### config.mk
export PLATFORM = sky130hd
export DESIGN_NAME = hbs_brake_seq
export DESIGN_NICKNAME = d
export VERILOG_FILES = /design/src/logic/hbs_pkg.sv /design/src/logic/hbs_brake_seq.sv /design/src/logic/hbs_ms_tick.sv
export VERILOG_INCLUDE_DIRS = /design/src /design/src/logic
export SDC_FILE = /design/constraint.sdc
export NUM_CORES = 1
export LEC_CHECK = 0
export BUFFER_PORTS_ARGS = -buffer_cell sky130_fd_sc_hd__buf_2
export CAP_MARGIN = 20
export CORE_MARGIN = 4
export CORE_UTILIZATION = 48
export DETAILED_ROUTE_END_ITERATION = 7
export GPL_TIMING_DRIVEN = 0
export PLACE_DENSITY_LB_ADDON = 0.15
export SLEW_MARGIN = 10
export SYNTH_ARGS = -nofsm -noshare
export SYNTH_HDL_FRONTEND = slang
export SYNTH_SLANG_ARGS = --single-unit
### constraint.sdc
create_clock -name ref_clk -period 7.6 [get_ports ref_clk]
set_clock_uncertainty 0.05 [all_clocks]
set_input_delay 1.52 -clock ref_clk [delete_from_list [all_inputs] [get_ports ref_clk]]
set_output_delay 1.52 -clock ref_clk [all_outputs]
set_load 0.1 [all_outputs]
### src/logic/hbs_params.svh
`ifndef HBS_PARAMS_SVH
`define HBS_PARAMS_SVH
`define HBS_FUNC_BRAKE      4'h8
`define HBS_FUNC_ENABLE     4'h1
`define HBS_FUNC_W          4
`define HBS_NUM_DO          5
`define HBS_NUM_DI          8
`define HBS_DELAY_W         16
`define HBS_SPEED_W         16
// Delays are given in milliseconds; one ms at 100 MHz
`define HBS_CLK_MHZ         100
`define HBS_MS_NS           1000000
`define HBS_CLK_NS          10
`define HBS_TICK_CYCLES     (`HBS_MS_NS / `HBS_CLK_NS)
`define HBS_TICK_W          17
`endif

### src/logic/hbs_pkg.sv
`default_nettype none
package hbs_pkg;
	typedef enum logic [1:0] {
		HBS_OFF,
		HBS_RELEASE_WAIT,
		HBS_RUN,
		HBS_ENGAGE_WAIT
	} hbs_state_t;
endpackage : hbs_pkg
`default_nettype wire

### src/logic/hbs_brake_seq.sv
`timescale 1ns/10ps
`default_nettype none
`include "hbs_params.svh"
module hbs_brake_seq #(
	parameter logic [`HBS_TICK_W-1:0] TICK_CYCLES = `HBS_TICK_W'(`HBS_TICK_CYCLES)
) (
	input  wire logic                                 ref_clk,
	input  wire logic                                 rst,
	input  wire logic [`HBS_NUM_DI-1:0]               digitalIn,
	input  wire logic [`HBS_NUM_DI*`HBS_FUNC_W-1:0]   inputFunctionSelectors,
	input  wire logic [`HBS_NUM_DO*`HBS_FUNC_W-1:0]   outputFunctionSelectors,
	input  wire logic [`HBS_DELAY_W-1:0]              brakeReleaseDelay,
	input  wire logic [`HBS_DELAY_W-1:0]              brakeEngageDelay,
	input  wire logic [`HBS_SPEED_W-1:0]              zeroSpeedThreshold,
	input  wire logic [`HBS_SPEED_W-1:0]              motorSpeed,
	output logic                                      motorCurrentOn,
	output logic                                      brakeControlOutput,
	output logic [`HBS_NUM_DO-1:0]                    digitalOut
);
	// ----------------------------------------
	// State
	// ----------------------------------------
	typedef struct packed {
		logic [`HBS_NUM_DI-1:0]  dinMeta;
		logic [`HBS_NUM_DI-1:0]  dinSync;
		logic                    enPrev;
		hbs_pkg::hbs_state_t     state;
		logic [`HBS_DELAY_W-1:0] msCnt;
		logic                    current;
		logic                    brake;
		logic [`HBS_NUM_DO-1:0]  dout;
	} hbs_state_s_t;

	hbs_state_s_t st_reg;
	hbs_state_s_t st_next;
	logic         enRaw;
	logic         enEdge;
	logic         tick;
	logic [`HBS_NUM_DO-1:0] doSel;

	// ----------------------------------------
	// Input decode
	// ----------------------------------------
	// Servo enable is any synchronised input whose selector is code 01
	always_comb
	begin
		enRaw = 1'b0;
		for (int i = 0; i < `HBS_NUM_DI; i++)
			if (inputFunctionSelectors[i*`HBS_FUNC_W +: `HBS_FUNC_W] == `HBS_FUNC_W'(`HBS_FUNC_ENABLE))
				enRaw = enRaw | st_reg.dinSync[i];
	end

	// Brake function routed to each output programmed with code 08
	genvar g;
	generate
		for (g = 0; g < `HBS_NUM_DO; g++)
		begin : gDo
			assign doSel[g] = outputFunctionSelectors[g*`HBS_FUNC_W +: `HBS_FUNC_W]
				== `HBS_FUNC_W'(`HBS_FUNC_BRAKE);
		end
	endgenerate

	// Either edge of the synchronised enable restarts both timers
	assign enEdge = enRaw ^ st_reg.enPrev;

	// Millisecond time base for both delays
	hbs_ms_tick #(
		.TICK_CYCLES (TICK_CYCLES)
	) hbs_ms_tick_inst (
		.ref_clk (ref_clk),
		.rst     (rst),
		.restart (enEdge),
		.tick    (tick)
	);

	// ----------------------------------------
	// Sequencer
	// ----------------------------------------
	// Next state of the brake sequence
	always_comb
	begin
		st_next = st_reg;
		// Two-flop synchroniser on the raw pins, then edge memory
		st_next.dinMeta = digitalIn;
		st_next.dinSync = st_reg.dinMeta;
		st_next.enPrev = enRaw;
		if (enEdge)
			st_next.msCnt = '0;
		else if (tick && st_reg.msCnt != '1)
			st_next.msCnt = st_reg.msCnt + `HBS_DELAY_W'(1);
		unique case (st_reg.state)
			hbs_pkg::HBS_OFF:
			begin
				st_next.current = 1'b0;
				st_next.brake = 1'b0;
				// Enable rise applies current, brake still holds
				if (enRaw && enEdge)
				begin
					st_next.state = hbs_pkg::HBS_RELEASE_WAIT;
					st_next.current = 1'b1;
				end
			end
			hbs_pkg::HBS_RELEASE_WAIT:
			begin
				// Enable lost before release drops current at once
				if (!enRaw)
				begin
					st_next.state = hbs_pkg::HBS_OFF;
					st_next.current = 1'b0;
				end
				else if (!enEdge && st_reg.msCnt >= brakeReleaseDelay)
				begin
					st_next.state = hbs_pkg::HBS_RUN;
					st_next.brake = 1'b1;
				end
			end
			hbs_pkg::HBS_RUN:
			begin
				if (!enRaw)
					st_next.state = hbs_pkg::HBS_ENGAGE_WAIT;
			end
			hbs_pkg::HBS_ENGAGE_WAIT:
			begin
				// Enable back before the stop keeps the brake released
				if (enRaw && enEdge)
					st_next.state = hbs_pkg::HBS_RUN;
				else if (!enEdge && (st_reg.msCnt >= brakeEngageDelay
					|| motorSpeed < zeroSpeedThreshold))
				begin
					st_next.state = hbs_pkg::HBS_OFF;
					st_next.brake = 1'b0;
					st_next.current = 1'b0;
				end
			end
		endcase
		st_next.dout = doSel & {`HBS_NUM_DO{st_next.brake}};
	end

	// State register, synchronous reset to the idle state
	always_ff @(posedge ref_clk)
	begin
		if (rst)
		begin
			st_reg <= '0;
			st_reg.state <= hbs_pkg::HBS_OFF;
		end
		else
			st_reg <= st_next;
	end

	// ----------------------------------------
	// Outputs
	// ----------------------------------------
	// All outputs straight from flip-flops
	assign motorCurrentOn = st_reg.current;
	assign brakeControlOutput = st_reg.brake;
	assign digitalOut = st_reg.dout;

	// ----------------------------------------
	// Checks
	// ----------------------------------------
	// Release and engage ordering
	a_brake_needs_current: assert property (@(posedge ref_clk) disable iff (rst)
		brakeControlOutput |-> motorCurrentOn)
		else $error("brake released without current");
	a_release_waits: assert property (@(posedge ref_clk) disable iff (rst)
		$rose(brakeControlOutput) |-> $past(st_reg.msCnt) >= brakeReleaseDelay)
		else $error("brake released before delay");
	a_current_drop: assert property (@(posedge ref_clk) disable iff (rst)
		($fell(motorCurrentOn) && $past(st_reg.state) == hbs_pkg::HBS_ENGAGE_WAIT) |-> $fell(brakeControlOutput))
		else $error("current dropped apart from brake");
	// Stop conditions of the engage wait
	a_speed_stop: assert property (@(posedge ref_clk) disable iff (rst)
		(st_reg.state == hbs_pkg::HBS_ENGAGE_WAIT && !enEdge && !enRaw
			&& motorSpeed < zeroSpeedThreshold) |=> !brakeControlOutput)
		else $error("brake not engaged at zero speed");
	a_delay_stop: assert property (@(posedge ref_clk) disable iff (rst)
		(st_reg.state == hbs_pkg::HBS_ENGAGE_WAIT && !enEdge && !enRaw
			&& st_reg.msCnt >= brakeEngageDelay) |=> !brakeControlOutput)
		else $error("brake not engaged after delay");
	// Pin routing, idle state and timer restart
	a_pin_route: assert property (@(posedge ref_clk) disable iff (rst)
		digitalOut == (doSel & {`HBS_NUM_DO{brakeControlOutput}}) || $changed(outputFunctionSelectors))
		else $error("brake pin routing wrong");
	a_off_holds: assert property (@(posedge ref_clk) disable iff (rst)
		(st_reg.state == hbs_pkg::HBS_OFF) |-> !brakeControlOutput && !motorCurrentOn)
		else $error("off state not holding");
	a_timer_restart: assert property (@(posedge ref_clk) disable iff (rst)
		enEdge |=> st_reg.msCnt == '0)
		else $error("timer not restarted");

	// Per-state output levels, and the timer holding without a tick
	a_release_hold: assert property (@(posedge ref_clk) disable iff (rst)
		(st_reg.state == hbs_pkg::HBS_RELEASE_WAIT) |-> !brakeControlOutput)
		else $error("brake released inside release wait");
	a_current_start: assert property (@(posedge ref_clk) disable iff (rst)
		$rose(motorCurrentOn) |-> !brakeControlOutput)
		else $error("current and brake changed together");
	a_brake_source: assert property (@(posedge ref_clk) disable iff (rst)
		$rose(brakeControlOutput) |-> $past(st_reg.state) == hbs_pkg::HBS_RELEASE_WAIT)
		else $error("brake released outside release wait");
	a_run_holds: assert property (@(posedge ref_clk) disable iff (rst)
		(st_reg.state == hbs_pkg::HBS_RUN) |-> motorCurrentOn && brakeControlOutput)
		else $error("run state outputs wrong");
	a_engage_current: assert property (@(posedge ref_clk) disable iff (rst)
		(st_reg.state == hbs_pkg::HBS_ENGAGE_WAIT) |-> motorCurrentOn && brakeControlOutput)
		else $error("engage wait outputs wrong");
	a_engage_hold: assert property (@(posedge ref_clk) disable iff (rst)
		(st_reg.state == hbs_pkg::HBS_ENGAGE_WAIT && st_reg.msCnt < brakeEngageDelay
			&& motorSpeed >= zeroSpeedThreshold) |=> motorCurrentOn)
		else $error("current removed before engage delay");
	a_abort_release: assert property (@(posedge ref_clk) disable iff (rst)
		(st_reg.state == hbs_pkg::HBS_RELEASE_WAIT && !enRaw) |=> !motorCurrentOn)
		else $error("current kept after enable lost");
	a_resume_run: assert property (@(posedge ref_clk) disable iff (rst)
		(st_reg.state == hbs_pkg::HBS_ENGAGE_WAIT && enRaw && enEdge)
			|=> st_reg.state == hbs_pkg::HBS_RUN && brakeControlOutput)
		else $error("enable return did not resume run");
	a_off_idle: assert property (@(posedge ref_clk) disable iff (rst)
		(st_reg.state == hbs_pkg::HBS_OFF && !(enRaw && enEdge)) |=> !motorCurrentOn)
		else $error("current applied without enable");
	a_timer_count: assert property (@(posedge ref_clk) disable iff (rst)
		(!enEdge && !tick) |=> st_reg.msCnt == $past(st_reg.msCnt))
		else $error("timer moved without tick");
endmodule : hbs_brake_seq
`default_nettype wire

### src/logic/hbs_ms_tick.sv
`timescale 1ns/10ps
`default_nettype none
`include "hbs_params.svh"
module hbs_ms_tick #(
	parameter logic [`HBS_TICK_W-1:0] TICK_CYCLES = `HBS_TICK_W'(`HBS_TICK_CYCLES)
) (
	input  wire logic ref_clk,
	input  wire logic rst,
	input  wire logic restart,
	output logic      tick
);
	typedef struct packed {
		logic [`HBS_TICK_W-1:0] cnt;
		logic                   tick;
	} hbs_tick_state_t;

	hbs_tick_state_t st_reg;
	hbs_tick_state_t st_next;

	// Free millisecond prescaler, realigned on restart
	always_comb
	begin
		st_next = st_reg;
		st_next.tick = 1'b0;
		if (restart || st_reg.cnt == TICK_CYCLES - `HBS_TICK_W'(1))
		begin
			st_next.cnt = '0;
			st_next.tick = !restart;
		end
		else
			st_next.cnt = st_reg.cnt + `HBS_TICK_W'(1);
	end

	always_ff @(posedge ref_clk)
	begin
		if (rst)
			st_reg <= '0;
		else
			st_reg <= st_next;
	end

	assign tick = st_reg.tick;
endmodule : hbs_ms_tick
`default_nettype wire

==> reports/results.tsv, run 1 <==
metric	value	unit
largest family of logic cells by synthesized area	simple AND/OR/NAND/NOR gates	
Yosys cell types	48	
Post-Syn Nets	610	
CP max stage delay	0.45	ns
max frequency	239	MHz
final critical-path share of the clock period	55.0	%
num ports	133	
minimum clock period	4.18	ns
Die Height	94.8	um
Die Wd	94.8	um
max-cap violation count	0	
RSZ-0062 raised after global routing	no	
setup slack after layout	3.42	ns
post-synthesis sequential area ratio	33.2	%
CTS Root Cell	clkbuf_8	
FFs w/ async S/R, synth	0	%
Yosys reg bits	60	
pre-CTS WS	3.12	ns
WHS	0.388	ns
clk_lat worst skew	0.34	ns
Area Overhead vs Synth	27.0	%
slowest stage cell on the critical path	ha_1	
CTS Hold Bufs	0	
Starting Density	49.6	%
Critical Path AT	4.33	ns
Critical Path Sink Type	flip-flop	
Routability Congestion	0.821	
Setup crit start	inputFunctionSelectors[4]	
pwr dens	150	mW/mm2
Post-synth EDFFs	0	
clock-pin slew on the worst setup and hold paths	0.07	ns
max FFs per register	27	
Hold Path Class	reg2reg	
Compound-Gate Fraction of Synth Area	9.35	%
FILL cells	685	
Detail Route Antenna Nets	0	
DR vias/cell	4.86	
start of the worst register-to-register path	st_reg[33]	
number of H-tree levels	3	
Reg-to-Reg End	digitalOut[2]	
Post-Syn Area	0.00361	mm2
vias in the first global route	3182	
Top FF cell, synth	dfxtp_1	
Worst Reg-to-Reg Cells	13	
Diodes inserted	0	
top cells by area, synth	dfxtp_1 33%, ha_1 17%, inv_1 5.5%, nor2_1 5.1%, xor2_1 4.1%	
Tot Pwr	0.000689	W
dominant cell by count in the synthesized netlist	dfxtp_1	
Clock Sinks	60	
CTS tree	yes	
largest net degree at the start of global routing	11	
post-CTS setup buffer count	0	
final setup fails	0	
LEAKAGE	2.27	nW
Setup CP Type	in2reg	
Die ar.	0.00898	mm2
WP data required	7.75	ns
syn_area_per_cell	8.33	um2
CP Max Fanout	7	
Critical Path Source Type	input pin	
initial antenna violation count	0	
dpl cells	665	
Final Non-Filler Cells	680	
Worst R2R Setup Slack	4.43	ns
Clock Path Buffers	2	
PortBufs	132	
final wirelength	7930	um
area of the core	0.00729	mm2
layout cells sized above 1	27.9	%
row count	31	
Slew HR	49.3	%
top cell type's share of synthesized area	33.2	%
Layout Nets	753	
top cells by count, synth	60 x dfxtp_1, 53 x inv_1, 50 x ha_1	
Post-Synth Simple-Gate Area	25.7	%
mux contribution to synthesized area	0	%
setup_tns	0	ns
TritonCTS buffer count	9	
GRT overflow	0	
Post-Synth Adder-Cell Area	17.3	%
Synthesis Warnings	0	
Least-Margin Pin Slew	0.756	ns
DRC viols	0	
crit path cell chain	buf_2 > nor4b_1 > a21oi_1 > and4_1 > clkbuf_1 > inv_1 > ha_1 > inv_1 > a211o_1 > a211oi_1 > a211oi_1 > nor3b_4 > nor4_1	
WL per Instance	11.7	um
Pre-antenna DRT Iters	4	
Total Routing Usage GR	18.0	%
Hold Fails Final Rpt	0	
post-CTS sizing	0	
first-pass GRT wire length	13000	um
Detail Placement HPWL	6460	um
Slew Viols, Final	0	
Synth Area in XOR/XNOR	6.54	%
vias	3305	
VDD IR max	0.0779	mV
status	complete, no violations	
Worst Setup EP	digitalOut[2]	
largest area contributor in the netlist	dfxtp_1	
drt first-iter violations	63	
Syn Inst Count	434	
## kinds of logic (layout without fill, tap and decap cells)
kind of cell | after synthesis | count (layout)
XOR/XNOR | 27 | 27
AO/OA/AOI/OAI | 56 | 56
buffers and inverters | 66 | 213
flip-flops | 60 | 60
adder cells (fa/ha/maj) | 50 | 50
AND/OR/NAND/NOR | 175 | 175
## layout make-up
cell class              instances  area (um2)  share of cell area (%)
repair buffers                132         661                    14.4
plain buffers                  13        86.3                    1.88
flip-flops and latches         60        1200                    26.2
multi-input cells             308        2130                    46.4
inverters                      53         199                    4.34
well taps                      99         124                    2.70
clock buffers                  10         138                    3.00
clock inverters                 5        52.6                    1.15
## per-stage QoR
stage / util (%) / instance area, um2
floorplan: - / 3610
global route: 62.9 / 4590
detailed placement: 60.3 / 4400
global placement: 60.3 / 4400
finish: 62.9 / 4590
CTS: 62.9 / 4590
## power breakdown
| group | switching [W] | leakage (nW) | internal, W |
|---|---|---|---|
| logic | 0.0000400 | 1.68 | 0.0000464 |
| clock network | 0.000123 | 0.0979 | 0.000157 |
| registers | 0.00000242 | 0.487 | 0.000321 |
| total | 0.000165 | 2.27 | 0.000524 |
## metal layers
metal  GRT usage (%)  wire length, um  vias up
met1            21.0             3420     1435
met2            31.1             3850       81
met4            8.41              133        0
li1                -                -     1775
met5               0                0        -
met3            3.90              528       14
## critical path: cells and delay by family
family / cells / cell delay, ns
fa+ha+maj: 1 / 0.45
simple gates: 4 / 0.81
buf+inv: 4 / 0.48
compound gates: 4 / 1.06
## placed cells by master (no fill, tap or decap), types with 5 or more instances in the layout
master and n:
a21oi_1 25, nor2b_1 18, xnor2_1 10, or4b_2 5, nand2_1 25, clkbuf_8 10
nor3_1 13, inv_1 53, ha_1 50, buf_2 132, a211oi_1 5, nor4_1 6
nor2_1 49, dfxtp_1 60, and3_1 5, o21ai_0 9, nand4_1 10, nand3_1 23
buf_4 5, xor2_1 17
## how the worst min path moves through the flow
stage                start          to  slack, ns  cells after the start
3_5_place_dp   st_next[28]  st_reg[28]       0.37                      1
3_3_place_gp   st_next[27]  st_reg[27]       0.37                      1
4_1_cts        st_next[29]  st_reg[29]       0.39                      1
5_1_grt        st_next[33]  st_reg[33]       0.41                      1
2_1_floorplan  st_next[26]  st_reg[26]       0.36                      1
6_report       st_next[28]  st_reg[28]       0.39                      1
(Power assumes the default switching activity.)
==> inputs of run 2 (changes only) <==
--- a/config.mk
+++ b/config.mk
@@ -9,7 +9,7 @@
 export BUFFER_PORTS_ARGS = -buffer_cell sky130_fd_sc_hd__buf_2
 export CAP_MARGIN = 20
 export CORE_MARGIN = 4
-export CORE_UTILIZATION = 48
+export CORE_UTILIZATION = 45
 export DETAILED_ROUTE_END_ITERATION = 7
 export GPL_TIMING_DRIVEN = 0
 export PLACE_DENSITY_LB_ADDON = 0.15
==> constraint.sdc (replaced) <==
create_clock -name ref_clk -period 3.6 [get_ports ref_clk]
set_clock_uncertainty 0.05 [all_clocks]
set_input_delay 0.72 -clock ref_clk [delete_from_list [all_inputs] [get_ports ref_clk]]
set_output_delay 0.72 -clock ref_clk [all_outputs]
set_load 0.1 [all_outputs]
==> run 2 against run 1 <==
- die area is 6.1% higher
- non-clock buffer count unchanged
- combinational power is 110% higher
==> reports/results.tsv, run 2 (synthesis gave the netlist of run 1 again) <==
metric	value	unit	change
post-CTS sizing	0		unchanged
CTS Hold Bufs	0		unchanged
Routability Congestion	0.823		was 0.821
final wirelength	7880	um	was 7930 um
drt first-iter violations	66		was 63
Multi-input gate area	0.00213	mm2	unchanged
LEAKAGE	2.27	nW	about the same
commonest non-fill, non-tap cell in the layout	buf_2		unchanged
CTS tree	yes		unchanged
Hold Fails Final Rpt	0		unchanged
Clock Sinks	60		unchanged
max-cap violation count	0		unchanged
Clock Path Buffers	2		unchanged
most frequent cells in the layout	132 x buf_2, 60 x dfxtp_1, 53 x inv_1		unchanged
TritonCTS buffer count	9		unchanged
Pre-antenna DRT Iters	4		unchanged
Die Wd	97.6	um	was 94.8 um
Detail Placement HPWL	6440	um	was 6460 um
slowest stage cell on the critical path	ha_1		unchanged
final setup fails	0		unchanged
Critical Path AT	3.53	ns	was 4.33 ns
setup slack after layout	0.224	ns	was 3.42 ns
CP delay by family, top	compound AO/OA/AOI/OAI gates		unchanged
Layout Nets	753		unchanged
Die ar.	0.00953	mm2	was 0.00898 mm2
largest net degree at the start of global routing	12		was 11
Seq. cell area	0.00120	mm2	unchanged
Total Routing Usage GR	16.9	%	was 18.0%
minimum clock period	3.38	ns	
Slew HR	48.7	%	was 49.3%
vias in the first global route	3312		was 3,182
CP Max Fanout	7		unchanged
num ports	133		unchanged
Starting Density	46.5	%	was 49.6%
Diodes inserted	0		unchanged
Critical Path Sink Type	flip-flop		unchanged
Hold Path Class	reg2reg		unchanged
first-pass GRT wire length	13600	um	was 13,000 um
Slew Viols, Final	0		unchanged
Least-Margin Pin Slew	0.765	ns	was 0.756 ns
CP bufs+invs	4		unchanged
initial antenna violation count	0		unchanged
vias	3328		was 3,305
VDD IR max	0.197	mV	was 0.0779 mV
Detail Route Antenna Nets	0		unchanged
layout cells sized above 1	27.8	%	was 27.9%
max FFs per register	27		unchanged
clock-pin slew on the worst setup and hold paths	0.07	ns	about the same
DRC viols	0		unchanged
status	complete, no violations		unchanged
Setup CP Type	in2reg		unchanged
FILL cells	729		was 685
WP data required	3.75	ns	was 7.75 ns
GRT overflow	0		unchanged
pwr dens	329	mW/mm2	was 150 mW/mm2
WHS	0.387	ns	was 0.388 ns
RSZ-0062 raised after global routing	no		unchanged
post-placement cell area	0.00440	mm2	about the same
CP max stage delay	0.44	ns	was 0.45 ns
CTS Root Cell	clkbuf_8		unchanged
pre-CTS WS	-0.121	ns	was 3.12 ns
PortBufs	132		unchanged
DR vias/cell	4.87		was 4.86
post-CTS setup buffer count	0		unchanged
Tot Pwr	0.00152	W	was 0.000689 W
number of H-tree levels	3		unchanged
clk_lat worst skew	0.34	ns	about the same
Area Overhead vs Synth	27.8	%	was 27.0%
area of the core	0.00777	mm2	was 0.00729 mm2
max frequency	296	MHz	
crit path cell chain	buf_2 > nor4b_1 > a21oi_1 > and4_1 > clkbuf_1 > inv_1 > ha_1 > inv_1 > a211o_1 > a211oi_1 > a211oi_1 > nor3b_4 > nor4_1		unchanged
fin area	0.00462	mm2	was 0.00459 mm2
row count	32		was 31
Die Height	97.6	um	was 94.8 um
Critical Path Source Type	input pin		unchanged
WL per Instance	11.5	um	was 11.7 um
final critical-path share of the clock period	93.8	%	
==> run 2: metal layers <==
metal / vias to the layer above / track usage (%) / share of wire [%]
met5: - / 0 / 0
met4: 0 / 5.43 / 1.2
met3: 9 / 5.60 / 6.9
met2: 83 / 29.5 / 47
met1: 1469 / 19.4 / 45
li1: 1767 / - / -
==> run 2: layout make-up <==
type,instances,share of cell area [%]
timing repair buffer,132,14.3
tap,102,2.76
sequential,60,26.0
buffer,13,1.87
multi-input combinational,308,46.1
inverter,53,4.31
clock inverter,6,1.92
clock buffer,10,2.76
==> run 2: path summary, 6_finish.rpt <==
check / from / endpoint / slack, ns / cells after the start
setup / recovery: inputFunctionSelectors[4] / digitalOut[2] / 0.22 / 13
hold / removal: st_next[30] / st_reg[30] / 0.39 / 1
setup reg to reg: st_reg[33] / digitalOut[2] / 0.44 / 13
hold reg to reg: st_next[30] / st_reg[30] / 0.39 / 1
==> run 2: worst reg2reg max path, stage by stage (launching register included) <==
cell	delay, ns
dfxtp_1	0.31
nand3b_1	0.07
nor3_1	0.04
a21oi_1	0.14
and4_1	0.20
clkbuf_1	0.24
inv_1	0.08
ha_1	0.44
inv_1	0.07
a211o_1	0.27
a211oi_1	0.41
a211oi_1	0.24
nor3b_4	0.37
nor4_1	0.10
==> run 2: per-stage QoR <==
step / utilization [%] / instances / setup TNS [ns]
after global placement: 56.7 / 668 / -0.382
after CTS: 59.5 / 684 / 0
after global routing: 59.5 / 684 / 0
after detailed placement: 56.7 / 668 / -0.760
final: 59.5 / 684 / 0
after floorplan: - / 434 / 0
==> run 2: power by group <==
group	total, W	internal, W	switching (W)
sequential	0.000682	0.000677	0.00000498
clock	0.000655	0.000389	0.000266
combinational	0.000182	0.0000979	0.0000845
total	0.00152	0.00116	0.000355
==> inputs of run 3 (changes only) <==
--- a/config.mk
+++ b/config.mk
@@ -9,11 +9,12 @@
 export BUFFER_PORTS_ARGS = -buffer_cell sky130_fd_sc_hd__buf_2
 export CAP_MARGIN = 20
 export CORE_MARGIN = 4
-export CORE_UTILIZATION = 45
+export CORE_UTILIZATION = 46
 export DETAILED_ROUTE_END_ITERATION = 7
 export GPL_TIMING_DRIVEN = 0
 export PLACE_DENSITY_LB_ADDON = 0.15
 export SLEW_MARGIN = 10
 export SYNTH_ARGS = -nofsm -noshare
 export SYNTH_HDL_FRONTEND = slang
+export SYNTH_HIERARCHICAL = 1
 export SYNTH_SLANG_ARGS = --single-unit
==> run 3 against run 2 <==
- core utilization increased by 1.3 points
- clock power increased by 2%
- critical path type is now reg2reg
- synthesized cell count increased by 0.46%
- register-to-register slack improved by 0.41 ns
==> reports/results.tsv, run 3 <==
metric	value	unit	change
vias	3470		was 3,328
Synthesis Warnings	6		was 0
TritonCTS buffer count	9		unchanged
Hold Fails Final Rpt	0		unchanged
max-cap violation count	0		unchanged
final critical-path share of the clock period	76.3	%	was 93.8%
syn_area_per_cell	8.61	um2	was 8.33 um2
Post-Syn Area	0.00375	mm2	was 0.00361 mm2
minimum clock period	2.75	ns	was 3.38 ns
Critical Path AT	2.94	ns	was 3.53 ns
Syn Inst Count	436		was 434
Clock Path Buffers	2		unchanged
Clock Sinks	60		unchanged
post-CTS setup buffer count	0		unchanged
commonest non-fill, non-tap cell in the layout	buf_2		unchanged
area of the core	0.00785	mm2	was 0.00777 mm2
most frequent cells in the layout	132 x buf_2, 60 x dfxtp_1, 55 x inv_1		was 132 x buf_2, 60 x dfxtp_1, 53 x inv_1
Worst R2R Setup Slack	0.85	ns	was 0.44 ns
top cells by count, synth	60 x dfxtp_1, 55 x inv_1, 50 x ha_1		was 60 x dfxtp_1, 53 x inv_1, 50 x ha_1
Pre-antenna DRT Iters	4		unchanged
Critical Path Source Type	flip-flop		was input pin
PortBufs	132		unchanged
largest area contributor in the netlist	dfxtp_1		unchanged
number of H-tree levels	3		unchanged
GRT overflow	0		unchanged
post-placement cell area	0.00454	mm2	was 0.00440 mm2
Die Wd	98.3	um	was 97.6 um
setup_tns	0	ns	unchanged
final setup fails	0		unchanged
initial antenna violation count	0		unchanged
Slew HR	52.4	%	was 48.7%
Slew Viols, Final	0		unchanged
vias in the first global route	3398		was 3,312
max frequency	364	MHz	was 296 MHz
Total Routing Usage GR	17.8	%	was 16.9%
layout cells sized above 1	28.9	%	was 27.8%
Hold Startpoint	st_next[26]		was st_next[30]
Worst Reg-to-Reg Cells	9		was 13
first-pass GRT wire length	14600	um	was 13,600 um
num ports	133		unchanged
Critical Path Sink Type	flip-flop		unchanged
FFs w/ async S/R, synth	0	%	unchanged
Post-Syn Nets	612		was 610
largest net degree at the start of global routing	12		unchanged
Hold Path Class	reg2reg		unchanged
pwr dens	323	mW/mm2	was 329 mW/mm2
top cells by area, synth	dfxtp_1 32%, ha_1 17%, inv_1 5.5%, nor2_1 3.7%, xnor2_1 3.5%		was dfxtp_1 33%, ha_1 17%, inv_1 5.5%, nor2_1 5.1%, xor2_1 4.1%
clock-pin slew on the worst setup and hold paths	0.07	ns	about the same
WL per Instance	12.4	um	was 11.5 um
Routability Congestion	0.816		was 0.823
final wirelength	8510	um	was 7880 um
Setup CP Type	reg2reg		was in2reg
max FFs per register	27		unchanged
Yosys cell types	50		was 48
CTS tree	yes		unchanged
Reg-to-Reg End	digitalOut[4]		was digitalOut[2]
WHS	0.385	ns	was 0.387 ns
CTS Hold Bufs	0		unchanged
Least-Margin Pin Slew	0.709	ns	was 0.765 ns
DR vias/cell	5.06		was 4.87
dominant cell by count in the synthesized netlist	dfxtp_1		unchanged
CTS Root Cell	clkbuf_8		unchanged
hold depth	1		unchanged
WP data required	3.79	ns	was 3.75 ns
Die ar.	0.00967	mm2	was 0.00953 mm2
CP Max Fanout	6		was 7
post-CTS sizing	0		unchanged
Diodes inserted	0		unchanged
Post-synth EDFFs	0		unchanged
row count	32		unchanged
Detail Placement HPWL	6960	um	was 6440 um
Layout Nets	755		was 753
fin area	0.00477	mm2	was 0.00462 mm2
VDD IR max	0.256	mV	was 0.197 mV
clk_lat worst skew	0.33	ns	was 0.34 ns
Hold Path Sink	st_reg[26]		was st_reg[30]
Starting Density	47.8	%	was 46.5%
post-synthesis sequential area ratio	32.0	%	was 33.2%
Area Overhead vs Synth	27.0	%	was 27.8%
top cell type's share of synthesized area	32.0	%	was 33.2%
start of the worst register-to-register path	st_reg[7]		was st_reg[33]
Top FF cell, synth	dfxtp_1		unchanged
Yosys reg bits	60		unchanged
Detail Route Antenna Nets	0		unchanged
status	complete, no violations		unchanged
RSZ-0062 raised after global routing	no		unchanged
Die Height	98.3	um	was 97.6 um
DRC viols	0		unchanged
drt first-iter violations	110		was 66
LEAKAGE	2.35	nW	was 2.27 nW
run 3: cell count changes in the layout (fill, tap and decap cells not counted), moves of 4 or more:
cell      previous run  this run
xnor2_1             10        15
and4_1               1         7
a21oi_1             25        20
nand3_1             23        18
or4b_2               5         0
nand4_1             10        14
nand2b_1             3         9
nand2_1             25        17
nor4_2               0         5
nor2_1              49        37
run 3: logic make-up (layout without fill, tap and decap cells):
kind of cell,Yosys count,after routing,synth area share (%)
simple gates,175,175,27.0
buf+inv,68,216,7.50
flops,60,60,32.0
compound gates,53,53,9.83
fa+ha+maj,50,50,16.7
xor+xnor,29,29,6.76
mux,1,1,0.267
run 3: cell type report:
| cell class | count | area, um2 |
|---|---|---|
| buffer | 12 | 71.3 |
| clock buffer | 10 | 138 |
| clock inverter | 6 | 86.3 |
| fill | 737 | 3080 |
| inverter | 56 | 210 |
| multi-input combinational | 308 | 2270 |
| sequential | 60 | 1200 |
| tap | 102 | 128 |
| timing repair buffer | 132 | 661 |
run 3: critical path, stage by stage, from the launching register on:
cell and delay, ns:
dfxtp_1 0.44, inv_1 0.11, ha_1 0.27, nand2b_1 0.14, a2111oi_0 0.44, o21bai_1 0.20
a211oi_1 0.32, and3_1 0.30, o211ai_4 0.16, nor4_2 0.24
run 3: where the power goes:
part | leakage, nW | internal (W) | total (W) | switching [W]
sequential | 0.487 | 0.000677 | 0.000684 | 0.00000761
combinational | 1.75 | 0.0000967 | 0.000184 | 0.0000868
clock | 0.113 | 0.000408 | 0.000670 | 0.000261
run 3: layer usage:
metal	wire [um]	GRT usage [%]	part of all wire [%]	vias up
met2	4060	31.7	48	96
met4	43	2.84	0.51	0
met3	694	6.43	8.2	6
met5	0	0	0	-
met1	3710	20.9	44	1568
li1	-	-	-	1800
run 3: how the worst max path moves through the flow:
stage	slack (ns)	startpoint	end
floorplan	0.89	brakeReleaseDelay[14]	digitalOut[0]
global placement	0.52	inputFunctionSelectors[4]	digitalOut[0]
detailed placement	0.49	inputFunctionSelectors[4]	digitalOut[4]
CTS	0.83	inputFunctionSelectors[4]	digitalOut[4]
global route	0.56	st_reg[7]	digitalOut[4]
finish	0.85	st_reg[7]	digitalOut[4]
run 3: metrics by stage:
stage / setup WS, ns / utilization, % / total power, W / std cells
finish: 0.852 / 60.7 / 0.00154 / 686
global route: 0.563 / 60.7 / 0.00162 / 686
CTS: 0.830 / 60.7 / 0.00156 / 686
detailed placement: 0.486 / 57.9 / 0.000885 / 670
global placement: 0.521 / 57.9 / 0.000879 / 670
floorplan: 0.895 / - / 0.000792 / 436
